### config.mk
export PLATFORM = sky130hd
export DESIGN_NAME = supply_readback_and_margining
export DESIGN_NICKNAME = d
export VERILOG_FILES = /design/src/supply_readback_and_margining.v
export VERILOG_INCLUDE_DIRS = /design/src
export SDC_FILE = /design/constraint.sdc
export NUM_CORES = 2
export LEC_CHECK = 0
export BUFFER_PORTS_ARGS = -buffer_cell sky130_fd_sc_hd__buf_2
export CAP_MARGIN = 5
export CELL_PAD_IN_SITES_DETAIL_PLACEMENT = 0
export CELL_PAD_IN_SITES_GLOBAL_PLACEMENT = 2
export CORE_ASPECT_RATIO = 1.4
export CORE_UTILIZATION = 37
export CTS_CLUSTER_SIZE = 28
export DETAILED_ROUTE_END_ITERATION = 10
export GPL_TIMING_DRIVEN = 0
export MAX_ROUTING_LAYER = met4
export PLACE_DENSITY = 0.88
export SLEW_MARGIN = 10
export SYNTH_ARGS = -nofsm -noshare
export SYNTH_HDL_FRONTEND = slang
export SYNTH_SLANG_ARGS = --single-unit
### constraint.sdc
create_clock -name clk_sys_in -period 4.68 [get_ports clk_sys_in]
set_input_delay 0.936 -clock clk_sys_in [delete_from_list [all_inputs] [get_ports clk_sys_in]]
set_output_delay 0.936 -clock clk_sys_in [all_outputs]
set_load 0.01 [all_outputs]
### src/readback_margin_consts.vh
/*
  constants for the readback scheduler and margining control: register
  offsets, field positions, reset values and timing counts.
  assumes inclusion by bare name from the design file.
*/
`ifndef READBACK_MARGIN_CONSTS_VH
`define READBACK_MARGIN_CONSTS_VH

// ----------------------------------------------------------------
// register offsets (8-bit address)
// ----------------------------------------------------------------
`define RM_CTRL_ADDR 8'h00
`define RM_CHSEL_ADDR 8'h01
`define RM_LIMTYPE_ADDR 8'h02
`define RM_STATUS_ADDR 8'h03
`define RM_MASK_ADDR 8'h04
`define RM_WARN_ADDR 8'h05
`define RM_MENABLE_ADDR 8'h06
`define RM_RESULT_BASE 8'h10
`define RM_LIMIT_BASE 8'h20
`define RM_CODE_BASE 8'h30
`define RM_ULIM_BASE 8'h38
`define RM_LLIM_BASE 8'h40
`define RM_OFFSEL_BASE 8'h48

// ----------------------------------------------------------------
// control fields
// ----------------------------------------------------------------
`define RM_CTRL_GO_BIT 0
`define RM_CTRL_CONT_BIT 1
`define RM_CTRL_AVG_BIT 2
`define RM_CTRL_STOP_BIT 3

// status fields
`define RM_ST_DONE_BIT 0
`define RM_ST_WARN_BIT 1

// ----------------------------------------------------------------
// reset values
// ----------------------------------------------------------------
`define RM_CODE_RESET 8'h7F
`define RM_ULIM_RESET 8'hFF
`define RM_LLIM_RESET 8'h00
`define RM_MIDCODE 8'h7F

// ----------------------------------------------------------------
// timing
// ----------------------------------------------------------------
`define RM_CONV_TIME_NS 500000
`define RM_CLK_PERIOD_NS 40
`define RM_CONV_CYCLES (`RM_CONV_TIME_NS / `RM_CLK_PERIOD_NS)
`define RM_TRACK_CYCLES 5'h10
`define RM_AVG_PASSES 16

`endif

### src/supply_readback_and_margining.v
/*
  round robin readback scheduler with per-channel limit warnings, and six
  margining code channels with limit clipping and glitch-free enable.
  assumes a same-clock register port and converter handshake; the
  sequencing engine start request arrives from logic on the same clock.
*/
// Chosen here: the plain strobed port and the placing of the registers.
`timescale 1ns/1ns
`include "readback_margin_consts.vh"

// Function
// - convert any chosen subset of 10 channels in fixed loop order.
// - loop runs once and stops, or repeats forever, by configuration.
// - averaging runs the full loop 16 times before any result.
// - results commit only after the whole cycle, averaging included.
// - results are 12-bit unsigned, zero to 4095 at reference.
// - one limit per channel, acting as minimum or maximum only.
// - crossing the limit sets a readable warning that feeds sequencing.
// - start by host write or by sequencing engine state request.
// - each selected channel takes about 500 us to convert.
// - six margining outputs, each with its own code register.
// - output linear in code, offset voltage at code 0x7F.
// - each output selects one of four midcode offsets.
// - 256 codes: 128 up and 127 down around midcode.
// - on enable, buffer tracks pin first, then drives converter value.
// - applied code is written code clamped between lower and upper limits.
// - lower limit above upper limit keeps that output high impedance.
module supply_readback_and_margining #(
  parameter NUM_CH = 10,
  parameter NUM_DAC = 6,
  parameter CONV_CYCLES = `RM_CONV_CYCLES
) (
  // clock and reset
  input wire clk_sys_in,
  input wire arst_n_in,
  // register port
  input wire [7:0] reg_addr_in,
  input wire [15:0] reg_wdata_in,
  input wire reg_wr_in,
  input wire reg_rd_in,
  output reg [15:0] reg_rdata_out,
  // analog converter sample (12-bit code of the current channel)
  input wire [11:0] adc_code_in,
  output reg [3:0] adc_mux_sel_out,
  output reg adc_busy_out,
  // sequencing engine
  input wire seq_start_in,
  output wire [NUM_CH-1:0] seq_warn_out,
  // margining outputs
  output wire [8*NUM_DAC-1:0] margin_code_out,
  output wire [2*NUM_DAC-1:0] margin_offset_sel_out,
  output wire [NUM_DAC-1:0] margin_track_out,
  output wire [NUM_DAC-1:0] margin_drive_out,
  // interrupt
  output wire irq_out
);

  // ----------------------------------------------------------------
  // state encodings
  // ----------------------------------------------------------------
  localparam ST_IDLE = 2'b00;
  localparam ST_CONV = 2'b01;
  localparam ST_NEXT = 2'b10;
  localparam ST_COMMIT = 2'b11;
  // slot length cut to the timer width on purpose
  localparam integer CONV_LAST_FULL = CONV_CYCLES - 1;
  localparam [19:0] CONV_LAST = CONV_LAST_FULL[19:0];

  // ----------------------------------------------------------------
  // registers
  // ----------------------------------------------------------------
  reg cont_q;
  reg avg_q;
  reg [NUM_CH-1:0] chsel_q;
  reg [NUM_CH-1:0] limtype_q; // 1 = limit is a maximum
  reg [1:0] status_q;
  reg [1:0] mask_q;
  reg [NUM_CH-1:0] warn_q;
  reg [NUM_DAC-1:0] menable_q;
  reg [11:0] result_q [0:NUM_CH-1];
  reg [11:0] limit_q [0:NUM_CH-1];
  reg [15:0] acc_q [0:NUM_CH-1];
  reg [7:0] code_q [0:NUM_DAC-1];
  reg [7:0] ulim_q [0:NUM_DAC-1];
  reg [7:0] llim_q [0:NUM_DAC-1];
  reg [1:0] offsel_q [0:NUM_DAC-1];
  reg [4:0] track_cnt_q [0:NUM_DAC-1];
  reg [1:0] state_q;
  reg [3:0] ch_q;
  reg [3:0] pass_q;
  reg [19:0] tmr_q;
  reg seq_start_prev_q;

  // ----------------------------------------------------------------
  // decode and scheduler helpers
  // ----------------------------------------------------------------
  wire ctrl_wr = reg_wr_in && (reg_addr_in == `RM_CTRL_ADDR);
  wire host_go = ctrl_wr && reg_wdata_in[`RM_CTRL_GO_BIT];
  wire host_stop = ctrl_wr && reg_wdata_in[`RM_CTRL_STOP_BIT];
  wire seq_go = seq_start_in && !seq_start_prev_q; // rising request only
  wire start_req = (host_go || seq_go) && (chsel_q != {NUM_CH{1'b0}});
  wire [3:0] last_pass = avg_q ? 4'hF : 4'h0;

  // first selected channel at or after a position; fixed ascending order
  function [4:0] next_sel;
    input [NUM_CH-1:0] sel;
    input [4:0] from;
    integer i;
    reg found;
    begin
      found = 1'b0;
      next_sel = 5'h1F;
      for (i = 0; i < NUM_CH; i = i + 1) begin
        if (!found && (i >= from) && sel[i]) begin
          found = 1'b1;
          next_sel = i[4:0];
        end
      end
    end
  endfunction

  wire [4:0] first_ch = next_sel(chsel_q, 5'h00);
  wire [4:0] follow_ch = next_sel(chsel_q, {1'b0, ch_q} + 5'h01);

  // ----------------------------------------------------------------
  // round robin scheduler
  // ----------------------------------------------------------------
  wire done_evt = (state_q == ST_COMMIT);
  integer k;
  always @(posedge clk_sys_in or negedge arst_n_in) begin
    if (!arst_n_in) begin
      state_q <= ST_IDLE;
      ch_q <= 4'h0;
      pass_q <= 4'h0;
      tmr_q <= 20'h00000;
      seq_start_prev_q <= 1'b0;
      adc_busy_out <= 1'b0;
      adc_mux_sel_out <= 4'h0;
      for (k = 0; k < NUM_CH; k = k + 1) begin
        acc_q[k] <= 16'h0000;
        result_q[k] <= 12'h000;
      end
    end else begin
      seq_start_prev_q <= seq_start_in;
      case (state_q)
        ST_IDLE: begin
          adc_busy_out <= 1'b0;
          if (start_req) begin
            state_q <= ST_CONV;
            ch_q <= first_ch[3:0];
            adc_mux_sel_out <= first_ch[3:0];
            pass_q <= 4'h0;
            tmr_q <= 20'h00000;
            adc_busy_out <= 1'b1;
            for (k = 0; k < NUM_CH; k = k + 1) begin
              acc_q[k] <= 16'h0000;
            end
          end
        end
        ST_CONV: begin
          // one fixed conversion slot per selected channel
          if (tmr_q == CONV_LAST) begin
            acc_q[ch_q] <= acc_q[ch_q] + {4'h0, adc_code_in};
            state_q <= ST_NEXT;
          end else begin
            tmr_q <= tmr_q + 20'h00001;
          end
        end
        ST_NEXT: begin
          tmr_q <= 20'h00000;
          if (follow_ch != 5'h1F) begin
            ch_q <= follow_ch[3:0];
            adc_mux_sel_out <= follow_ch[3:0];
            state_q <= ST_CONV;
          end else if (pass_q != last_pass) begin
            pass_q <= pass_q + 4'h1;
            ch_q <= first_ch[3:0];
            adc_mux_sel_out <= first_ch[3:0];
            state_q <= ST_CONV;
          end else begin
            state_q <= ST_COMMIT;
          end
        end
        ST_COMMIT: begin
          // averaged sum of 16 passes divided down; single pass as is
          for (k = 0; k < NUM_CH; k = k + 1) begin
            if (chsel_q[k]) begin
              result_q[k] <= avg_q ? acc_q[k][15:4] : acc_q[k][11:0];
            end
            acc_q[k] <= 16'h0000;
          end
          pass_q <= 4'h0;
          if (cont_q && (first_ch != 5'h1F)) begin
            ch_q <= first_ch[3:0];
            adc_mux_sel_out <= first_ch[3:0];
            state_q <= ST_CONV;
          end else begin
            state_q <= ST_IDLE;
            adc_busy_out <= 1'b0;
          end
        end
        default: state_q <= ST_IDLE;
      endcase
      if (host_stop) begin
        state_q <= ST_IDLE;
        adc_busy_out <= 1'b0;
      end
    end
  end

  // ----------------------------------------------------------------
  // limit compare, per channel warning (live, follows latest result)
  // ----------------------------------------------------------------
  genvar g;
  generate
    for (g = 0; g < NUM_CH; g = g + 1) begin : g_warn
      always @(posedge clk_sys_in or negedge arst_n_in) begin
        if (!arst_n_in) begin
          warn_q[g] <= 1'b0;
        end else if (!chsel_q[g]) begin
          warn_q[g] <= 1'b0;
        end else begin
          // one limit only; its type picks the direction of the test
          warn_q[g] <= limtype_q[g] ? (result_q[g] > limit_q[g]) : (result_q[g] < limit_q[g]);
        end
      end
    end
  endgenerate
  assign seq_warn_out = warn_q;

  // ----------------------------------------------------------------
  // margining channels: clamp, tri-state and glitch-free enable
  // ----------------------------------------------------------------
  generate
    for (g = 0; g < NUM_DAC; g = g + 1) begin : g_dac
      wire bad_lim = llim_q[g] > ulim_q[g];
      wire [7:0] clip = (code_q[g] < llim_q[g]) ? llim_q[g] :
                        ((code_q[g] > ulim_q[g]) ? ulim_q[g] : code_q[g]);
      wire on = menable_q[g] && !bad_lim;
      // code travels unsigned 8-bit; the analog side scales around 0x7F
      assign margin_code_out[8*g +: 8] = clip;
      assign margin_offset_sel_out[2*g +: 2] = offsel_q[g];
      assign margin_track_out[g] = on && (track_cnt_q[g] != `RM_TRACK_CYCLES);
      assign margin_drive_out[g] = on && (track_cnt_q[g] == `RM_TRACK_CYCLES);
      // buffer follows the pin for a settling window before it drives
      always @(posedge clk_sys_in or negedge arst_n_in) begin
        if (!arst_n_in) begin
          track_cnt_q[g] <= 5'h00;
        end else if (!on) begin
          track_cnt_q[g] <= 5'h00;
        end else if (track_cnt_q[g] != `RM_TRACK_CYCLES) begin
          track_cnt_q[g] <= track_cnt_q[g] + 5'h01;
        end
      end
    end
  endgenerate

  // ----------------------------------------------------------------
  // register writes, sticky status (set wins over clear)
  // ----------------------------------------------------------------
  wire warn_any = |warn_q;
  integer kr; // loop index owned by this process alone
  always @(posedge clk_sys_in or negedge arst_n_in) begin
    if (!arst_n_in) begin
      cont_q <= 1'b0;
      avg_q <= 1'b0;
      chsel_q <= {NUM_CH{1'b0}};
      limtype_q <= {NUM_CH{1'b0}};
      status_q <= 2'b00;
      mask_q <= 2'b00;
      menable_q <= {NUM_DAC{1'b0}};
      for (kr = 0; kr < NUM_CH; kr = kr + 1) begin
        limit_q[kr] <= 12'h000;
      end
      for (kr = 0; kr < NUM_DAC; kr = kr + 1) begin
        code_q[kr] <= `RM_CODE_RESET;
        ulim_q[kr] <= `RM_ULIM_RESET;
        llim_q[kr] <= `RM_LLIM_RESET;
        offsel_q[kr] <= 2'b00;
      end
    end else begin
      if (reg_wr_in) begin
        case (reg_addr_in)
          `RM_CTRL_ADDR: begin
            cont_q <= reg_wdata_in[`RM_CTRL_CONT_BIT];
            avg_q <= reg_wdata_in[`RM_CTRL_AVG_BIT];
          end
          `RM_CHSEL_ADDR: chsel_q <= reg_wdata_in[NUM_CH-1:0];
          `RM_LIMTYPE_ADDR: limtype_q <= reg_wdata_in[NUM_CH-1:0];
          `RM_STATUS_ADDR: status_q <= status_q & ~reg_wdata_in[1:0];
          `RM_MASK_ADDR: mask_q <= reg_wdata_in[1:0];
          `RM_MENABLE_ADDR: menable_q <= reg_wdata_in[NUM_DAC-1:0];
          default: begin
            for (kr = 0; kr < NUM_CH; kr = kr + 1) begin
              if (reg_addr_in == `RM_LIMIT_BASE + kr[7:0]) limit_q[kr] <= reg_wdata_in[11:0];
            end
            for (kr = 0; kr < NUM_DAC; kr = kr + 1) begin
              if (reg_addr_in == `RM_CODE_BASE + kr[7:0]) code_q[kr] <= reg_wdata_in[7:0];
              if (reg_addr_in == `RM_ULIM_BASE + kr[7:0]) ulim_q[kr] <= reg_wdata_in[7:0];
              if (reg_addr_in == `RM_LLIM_BASE + kr[7:0]) llim_q[kr] <= reg_wdata_in[7:0];
              if (reg_addr_in == `RM_OFFSEL_BASE + kr[7:0]) offsel_q[kr] <= reg_wdata_in[1:0];
            end
          end
        endcase
      end
      // events set after the clear so a same-cycle event is kept
      if (done_evt) status_q[`RM_ST_DONE_BIT] <= 1'b1;
      if (warn_any) status_q[`RM_ST_WARN_BIT] <= 1'b1;
    end
  end
  assign irq_out = |(status_q & mask_q);

  // ----------------------------------------------------------------
  // read data, one cycle after the strobe; unmapped reads zero
  // ----------------------------------------------------------------
  reg [15:0] rd_d;
  integer kd; // loop index owned by the read mux
  always @* begin
    rd_d = 16'h0000;
    kd = 0;
    case (reg_addr_in)
      `RM_CTRL_ADDR: rd_d = {12'h000, 1'b0, avg_q, cont_q, adc_busy_out};
      `RM_CHSEL_ADDR: rd_d[NUM_CH-1:0] = chsel_q;
      `RM_LIMTYPE_ADDR: rd_d[NUM_CH-1:0] = limtype_q;
      `RM_STATUS_ADDR: rd_d[1:0] = status_q;
      `RM_MASK_ADDR: rd_d[1:0] = mask_q;
      `RM_WARN_ADDR: rd_d[NUM_CH-1:0] = warn_q;
      `RM_MENABLE_ADDR: rd_d[NUM_DAC-1:0] = menable_q;
      default: begin
        for (kd = 0; kd < NUM_CH; kd = kd + 1) begin
          if (reg_addr_in == `RM_RESULT_BASE + kd[7:0]) rd_d = {4'h0, result_q[kd]};
          if (reg_addr_in == `RM_LIMIT_BASE + kd[7:0]) rd_d = {4'h0, limit_q[kd]};
        end
        for (kd = 0; kd < NUM_DAC; kd = kd + 1) begin
          if (reg_addr_in == `RM_CODE_BASE + kd[7:0]) rd_d = {8'h00, code_q[kd]};
          if (reg_addr_in == `RM_ULIM_BASE + kd[7:0]) rd_d = {8'h00, ulim_q[kd]};
          if (reg_addr_in == `RM_LLIM_BASE + kd[7:0]) rd_d = {8'h00, llim_q[kd]};
          if (reg_addr_in == `RM_OFFSEL_BASE + kd[7:0]) rd_d = {14'h0000, offsel_q[kd]};
        end
      end
    endcase
  end

  always @(posedge clk_sys_in or negedge arst_n_in) begin
    if (!arst_n_in) begin
      reg_rdata_out <= 16'h0000;
    end else if (reg_rd_in) begin
      reg_rdata_out <= rd_d;
    end else begin
      reg_rdata_out <= 16'h0000;
    end
  end

endmodule // supply_readback_and_margining

After elaboration in Yosys (flattened, before gate mapping) --
Cells that the tools add are included.
Word-level totals: register bits 676, bits of input ports 41, output and inout bits 104
Cells by class: add/subtract/negate cells 10, magnitude comparators 50, equal/unequal tests 85, multiplexer cells 178, bitwise gates (word level) 5, reduce and logical (&&, ||, !) cells 153
Operators by type and width (count):
- $mux 16 | 47
- $pmux 160 s3 | 1
- $mux 160 | 2
- $eq 8x6->1 const B | 22
- $bwmux 160 | 1
- $mux 5 | 32
- $mux 12 | 11
- $gt 12x12->1 | 10
- $lt 12x12->1 | 10
- $reduce_and 3->1 | 36
- $eq 8x7->1 const B | 12
- $gt 8x8->1 | 12
- $mux 8 | 12
- $eq 8x5->1 const B | 10
- $bmux 16 s4 | 1
- $demux 16 s4 | 1
- $pmux 20 s3 | 1
- $logic_and 1x1->1 | 53
- $lt 8x8->1 | 6
- $mux 1 | 44
- $mux 20 | 2
- $ne 5x5->1 const B | 8
- $reduce_and 2->1 | 19
- $mux 4 | 8
- other kinds (47) | 120

Depth between registers and ports, before layout --
depth after elaboration 47, gate-level depth with buffers 18, mapped depth without buffers 14

Worst setup path before layout --
OpenSTA, ideal clock, no wires.
path type flip-flop to flip-flop, start point register ch_q[0], end point register acc_q[110] (netlist bit), setup time 143 ps, arrival 4491 ps, slack 46 ps, stages on the path, launching flop included 18, clock period less this slack 4634 ps, cell sequence dfrtp_1 -> buf_4 -> buf_2 -> buf_2 -> buf_2 -> mux4_2 -> nand2_1 -> o21ai_0 -> ha_1 -> fa_1 -> a21o_1 -> a21oi_1 -> o21ai_0 -> a2111oi_0 -> o41ai_1 -> nand3_1 -> xor2_1 -> o21ai_0
On the way: longest elaborated chain between the ends 8, elaborated cells on any way between the ends 13, those cells by class 1 x add/sub; 2 x order compare; 8 x mux; 1 x bitwise; 1 x reduce/logical
Ends and longest elaborated chain:
- from (decl) | RTL line supply_readback_and_margining.v:89 | reg [3:0] ch_q;
- from (signal assigned) | RTL line supply_readback_and_margining.v:150 | ch_q <= first_ch[3:0];
- from (signal assigned) | RTL line supply_readback_and_margining.v:172 | ch_q <= follow_ch[3:0];
- from (signal assigned) | RTL line supply_readback_and_margining.v:177 | ch_q <= first_ch[3:0];
- $not 4->5 (implied by the code) (*) | RTL line supply_readback_and_margining.v:163 | acc_q[ch_q] <= acc_q[ch_q] + {4'h0, adc_code_in};
- $bmux 16 s4, or another cell as far along | RTL line supply_readback_and_margining.v:163
- $mux 16 (implied by the code) / $logic_and 1x1->1 (equally long branches) | RTL line supply_readback_and_margining.v:163
- $mux 16 (implied by the code) | RTL line supply_readback_and_margining.v:163
- $add 16x12->16 / $demux 16 s4 (equally long branches) | RTL line supply_readback_and_margining.v:163
- $bwmux 160 (*) | RTL line supply_readback_and_margining.v:163
- $mux 160 (*) | RTL line supply_readback_and_margining.v:162 | if (tmr_q == CONV_LAST) begin
- $pmux 160 s3 (*) | RTL line supply_readback_and_margining.v:145 | case (state_q)
- to (signal, indexed assignment) | RTL line supply_readback_and_margining.v:163
- to (decl) | RTL line supply_readback_and_margining.v:82 | reg [15:0] acc_q [0:NUM_CH-1];
Every way passes the cells marked *; elsewhere a longest branch is shown, timed or not. The select of a mux whose other input is x is not followed. A chain may end at the register's enable or synchronous reset.

Worst setup path in the final report --
start point input port reg_addr_in[1], end point register reg_rdata_out[2]
On the way: longest elaborated chain between the ends 47, elaborated cells on any way between the ends 98, those cells by class 50 x eq/ne; 46 x mux; 2 x reduce/logical
Ends and longest elaborated chain:
- from (decl) | RTL line supply_readback_and_margining.v:37 | input wire [7:0] reg_addr_in,
- $eq 8x5->1 | RTL line supply_readback_and_margining.v:331 | if (reg_addr_in == `RM_RESULT_BASE + kd[7:0]) rd_d = {4'h0, result_q[kd]};
- $mux 12 | RTL line supply_readback_and_margining.v:331
- $mux 16 | RTL line supply_readback_and_margining.v:332 | if (reg_addr_in == `RM_LIMIT_BASE + kd[7:0]) rd_d = {4'h0, limit_q[kd]};
- $mux 16 | RTL line supply_readback_and_margining.v:331
- $mux 16 | RTL line supply_readback_and_margining.v:332
- $mux 16 | RTL line supply_readback_and_margining.v:331
- $mux 16 | RTL line supply_readback_and_margining.v:332
- $mux 16 | RTL line supply_readback_and_margining.v:331
- (+31 left out)
- $mux 16 | RTL line supply_readback_and_margining.v:337 | if (reg_addr_in == `RM_LLIM_BASE + kd[7:0]) rd_d = {8'h00, llim_q[kd]};
- $mux 16 | RTL line supply_readback_and_margining.v:338 | if (reg_addr_in == `RM_OFFSEL_BASE + kd[7:0]) rd_d = {14'h0000, offsel_q[kd]};
- $mux 16 | RTL line supply_readback_and_margining.v:335 | if (reg_addr_in == `RM_CODE_BASE + kd[7:0]) rd_d = {8'h00, code_q[kd]};
- $mux 16 | RTL line supply_readback_and_margining.v:336 | if (reg_addr_in == `RM_ULIM_BASE + kd[7:0]) rd_d = {8'h00, ulim_q[kd]};
- $mux 16 | RTL line supply_readback_and_margining.v:337
- $mux 16 | RTL line supply_readback_and_margining.v:338
- $pmux 4 s6 (*) | RTL line supply_readback_and_margining.v:321 | case (reg_addr_in)
- $mux 16 (*) | RTL line supply_readback_and_margining.v:347 | end else if (reg_rd_in) begin
- to (signal assigned) | RTL line supply_readback_and_margining.v:348 | reg_rdata_out <= rd_d;
- to (decl) | RTL line supply_readback_and_margining.v:41 | output reg [15:0] reg_rdata_out,
Every way passes the cells marked *; elsewhere a longest branch is shown, timed or not.

==> out/metrics.csv <==
metric,value,unit
grt ovf,0,
initial antenna violation count,7,
count of cell types in the netlist,94,
RSZ-0062 raised after global routing,false,
Main synth FF type,dfrtp_1,
crit-path max FO,10,
"Req. time, crit path",5.25,ns
nets,4972,
DR vias,36700,
fin crit period,4.61,ns
layout cell share with drive strength beyond 1,14.6,%
CTS tree,yes,
maxcap violations,0,
CP startpoint kind,input pin,
Crit Path Category,input pin to flop,
post-DR wirelength/cell,28.6,um
max layer used,met4,
Num CTS Buffers,77,
Rel. slew slack,11.4,%
number of global-route vias before repair,36800,
Yosys warnings,0,
post-route insts no fill,6167,
PD cells,420,nW/um2
Slew @ Worst Pin,1.33,ns
area of the core,110000,um2
worst min-delay path class,input pin to async pin,
first-pass GRT wire length,255000,um
initial core utilization,37.4,%
Pleak,21.3,nW
post-synthesis cell count,4413,
Critical Path AT,5.18,ns
number of flops mapped to enable cells by yosys,0,
Fin Clk Skew,0.0285,ns
Total GRT Usage,31.9,%
Final Util,42.6,%
Max Fclk,0.217,GHz
final hold violations,0,
drt first pass iters,6,
Met3 Wirelength,8630,um
max-slew violation count,0,
"FFs w/ async S/R, synth",100,%
status,completed,
largest net degree at the start of global routing,107,
DRC viols,0,
number of fillers in the final layout,11100,
Post-Place Worst Slack,-1.70,ns
clk sinks,672,
crit end category,flop,
Max Root-Sink Buffers,3,
syn avg cell area,9.33,um2
GP Congestion,1.04,
fin crit share,98.6,%
Yosys reg bits,672,
Final ANT Viol Nets,0,
vias per inst,5.95,
Layout area overhead,14.0,%
Die Height,397,um
synthesized area,41200,um2
DR iter-0 viols,3416,
Finish-stage setup viols,0,
sequential element share of the synthesized area,41.1,%
Inst Count DP,6011,
I/O pin count,145,
peak supply drop,271,uV
worst skew pair latency,0.69,ns
Clock transition at path regs,0.06,ns
Met2 Wirelength,85000,um
Die X,284,um
port bufs,128,
H-Tree Depth,3,
WL final,176000,um
DP HPWL,138000,um
clock root buffer,clkbuf_16,
Die ar.,113000,um2
Routed met1 length,66300,um
Row Count,144,
slack of the critical path,0.0674,ns
## registers in the layout, summed over array words and instances, names as in the netlist, 2 cells and up
register / count
acc_q: 160
limit_q: 120
result_q: 120
code_q: 48
llim_q: 48
ulim_q: 48
track_cnt_q: 30
tmr_q: 20
margin_offset_sel_out: 12
reg_rdata_out: 12
chsel_q: 10
limtype_q: 10
seq_warn_out: 10
menable_q: 6
ch_q: 4
pass_q: 4
mask_q: 2
state_q: 2
status_q: 2
## through the flow
| step | cell area (um2) | hold slack [ns] | TNS, ns | power, W |
|---|---|---|---|---|
| 5_1_grt | 47000 | 0.187 | 0 | 0.0206 |
| 4_1_cts | 46900 | 0.148 | 0 | 0.0197 |
| 3_3_place_gp | 43700 | 0.480 | -7870.39 | 0.0129 |
| 3_5_place_dp | 43900 | 0.494 | -137.55 | 0.0130 |
| 6_report | 47000 | 0.158 | 0 | 0.0197 |
| 2_1_floorplan | 41200 | 0.465 | 0 | 0.0107 |
## cells by family after synthesis
family	Yosys count	share of synthesized area, %
buffers and inverters	521	5.13
and+or+nand+nor	1196	13.6
adders and majority gates	294	8.95
muxes	382	10.7
AOI/OAI and AO/OA	1290	19.4
DFF	672	41.1
xor gates and xnor gates	57	1.21
other	1	0.00910
## worst paths after layout
check	to	slack, ns	cells past startpoint	start
setup / recovery	reg_rdata_out[2]	0.07	11	reg_addr_in[1]
hold / removal	acc_q[26]	0.16	1	arst_n_in
setup reg to reg	acc_q[110]	0.16	16	ch_q[1]
hold reg to reg	acc_q[76]	0.51	2	acc_q[76]
max in group asynchronous	track_cnt_q[13]	2.75	4	arst_n_in
min in group clk_sys_in	seq_start_prev_q	0.37	1	seq_start_in
## worst max-delay path, cell delays in order
cell and delay, ns:
buf_2 0.17, buf_2 0.19, buf_4 0.18, nor3_1 0.99, o211ai_1 0.18, a221o_1 0.46, a222oi_1 0.69, o211ai_1 0.31
nand4_1 0.20, o2111ai_1 0.41, a31oi_1 0.44
## layer usage
layer	vias up	GRT usage [%]
met1	18200	35.2
li1	16400	-
met2	1510	52.6
met4	0	25.2
met3	583	3.49
met5	-	-
## timing repair
item | 4_1_cts | 5_1_grt
setup endpoints to repair | 130 | 108
hold buffers | 0 | 0
resized for setup | 28 | 19
buffers inserted | 7 | 4
endpoints found under the hold margin | 0 | 0
pin swaps | 5 | 3
## cells in the mapped netlist, types with 9 or more instances
| library cell | n | area [um2] |
|---|---|---|
| dfrtp_1 | 582 | 14600 |
| nand2_1 | 491 | 1840 |
| o21ai_0 | 482 | 2410 |
| nor2_1 | 329 | 1230 |
| ha_1 | 293 | 3670 |
| a21oi_1 | 275 | 1380 |
| inv_1 | 260 | 976 |
| mux2i_1 | 216 | 2160 |
| clkbuf_1 | 169 | 634 |
| mux2_2 | 134 | 1510 |
| a21o_1 | 96 | 721 |
| dfstp_2 | 90 | 2360 |
| nand3_1 | 79 | 395 |
| buf_2 | 63 | 315 |
| a22oi_1 | 61 | 458 |
| nand4_1 | 53 | 332 |
| nor3_1 | 45 | 225 |
| a22o_1 | 40 | 350 |
| o22ai_1 | 39 | 244 |
| o21a_1 | 38 | 285 |
| a221oi_1 | 36 | 315 |
| a211oi_1 | 32 | 240 |
| mux4_2 | 32 | 721 |
| xor2_1 | 32 | 280 |
| nand2b_1 | 31 | 194 |
| nor2b_1 | 27 | 169 |
| a31oi_1 | 26 | 163 |
| xnor2_1 | 25 | 219 |
| and3_1 | 22 | 138 |
| o211ai_1 | 21 | 158 |
| o21ai_1 | 17 | 85.1 |
| a222oi_1 | 15 | 150 |
| buf_4 | 13 | 97.6 |
| buf_1 | 12 | 45.0 |
| o221ai_1 | 12 | 105 |
| and2_1 | 11 | 68.8 |
| or2_2 | 11 | 68.8 |
| a2111oi_0 | 10 | 87.6 |
| nor4bb_1 | 10 | 100 |
| o2111ai_1 | 10 | 87.6 |
| a221o_1 | 9 | 90.1 |
| nor4_1 | 9 | 56.3 |
| o31ai_1 | 9 | 67.6 |
## report_power, final
group	internal, W	switching, W	total, W
logic	0.00180	0.00329	0.00509
clock network	0.00400	0.00271	0.00671
registers	0.00667	0.00127	0.00795
## cell usage in the layout, fill, tap and decap left out, drive strengths merged, types with 53 or more instances in the layout
master  instances
a21o           96
nand2         492
dfstp          90
o21ai         500
nand4          53
dfrtp         582
clkbuf        274
mux2          134
nor2          340
mux2i         216
ha            293
inv           266
nand3          79
buf           237
a22oi          61
a21oi         275
## cell type report
type                       count  area [um2]  share of cell area, %
multi-input combinational   3223       22300                   47.5
sequential                   672       16900                   36.1
clock buffer                 108        2220                   4.74
tap                         1460        1830                   3.89
buffer                       257        1170                   2.48
timing repair buffer         146         976                   2.08
inverter                     260         976                   2.08
clock inverter                34         514                   1.10
antenna                        7        17.5                 0.0373
No activity file was read; power rests on OpenSTA's default activity.
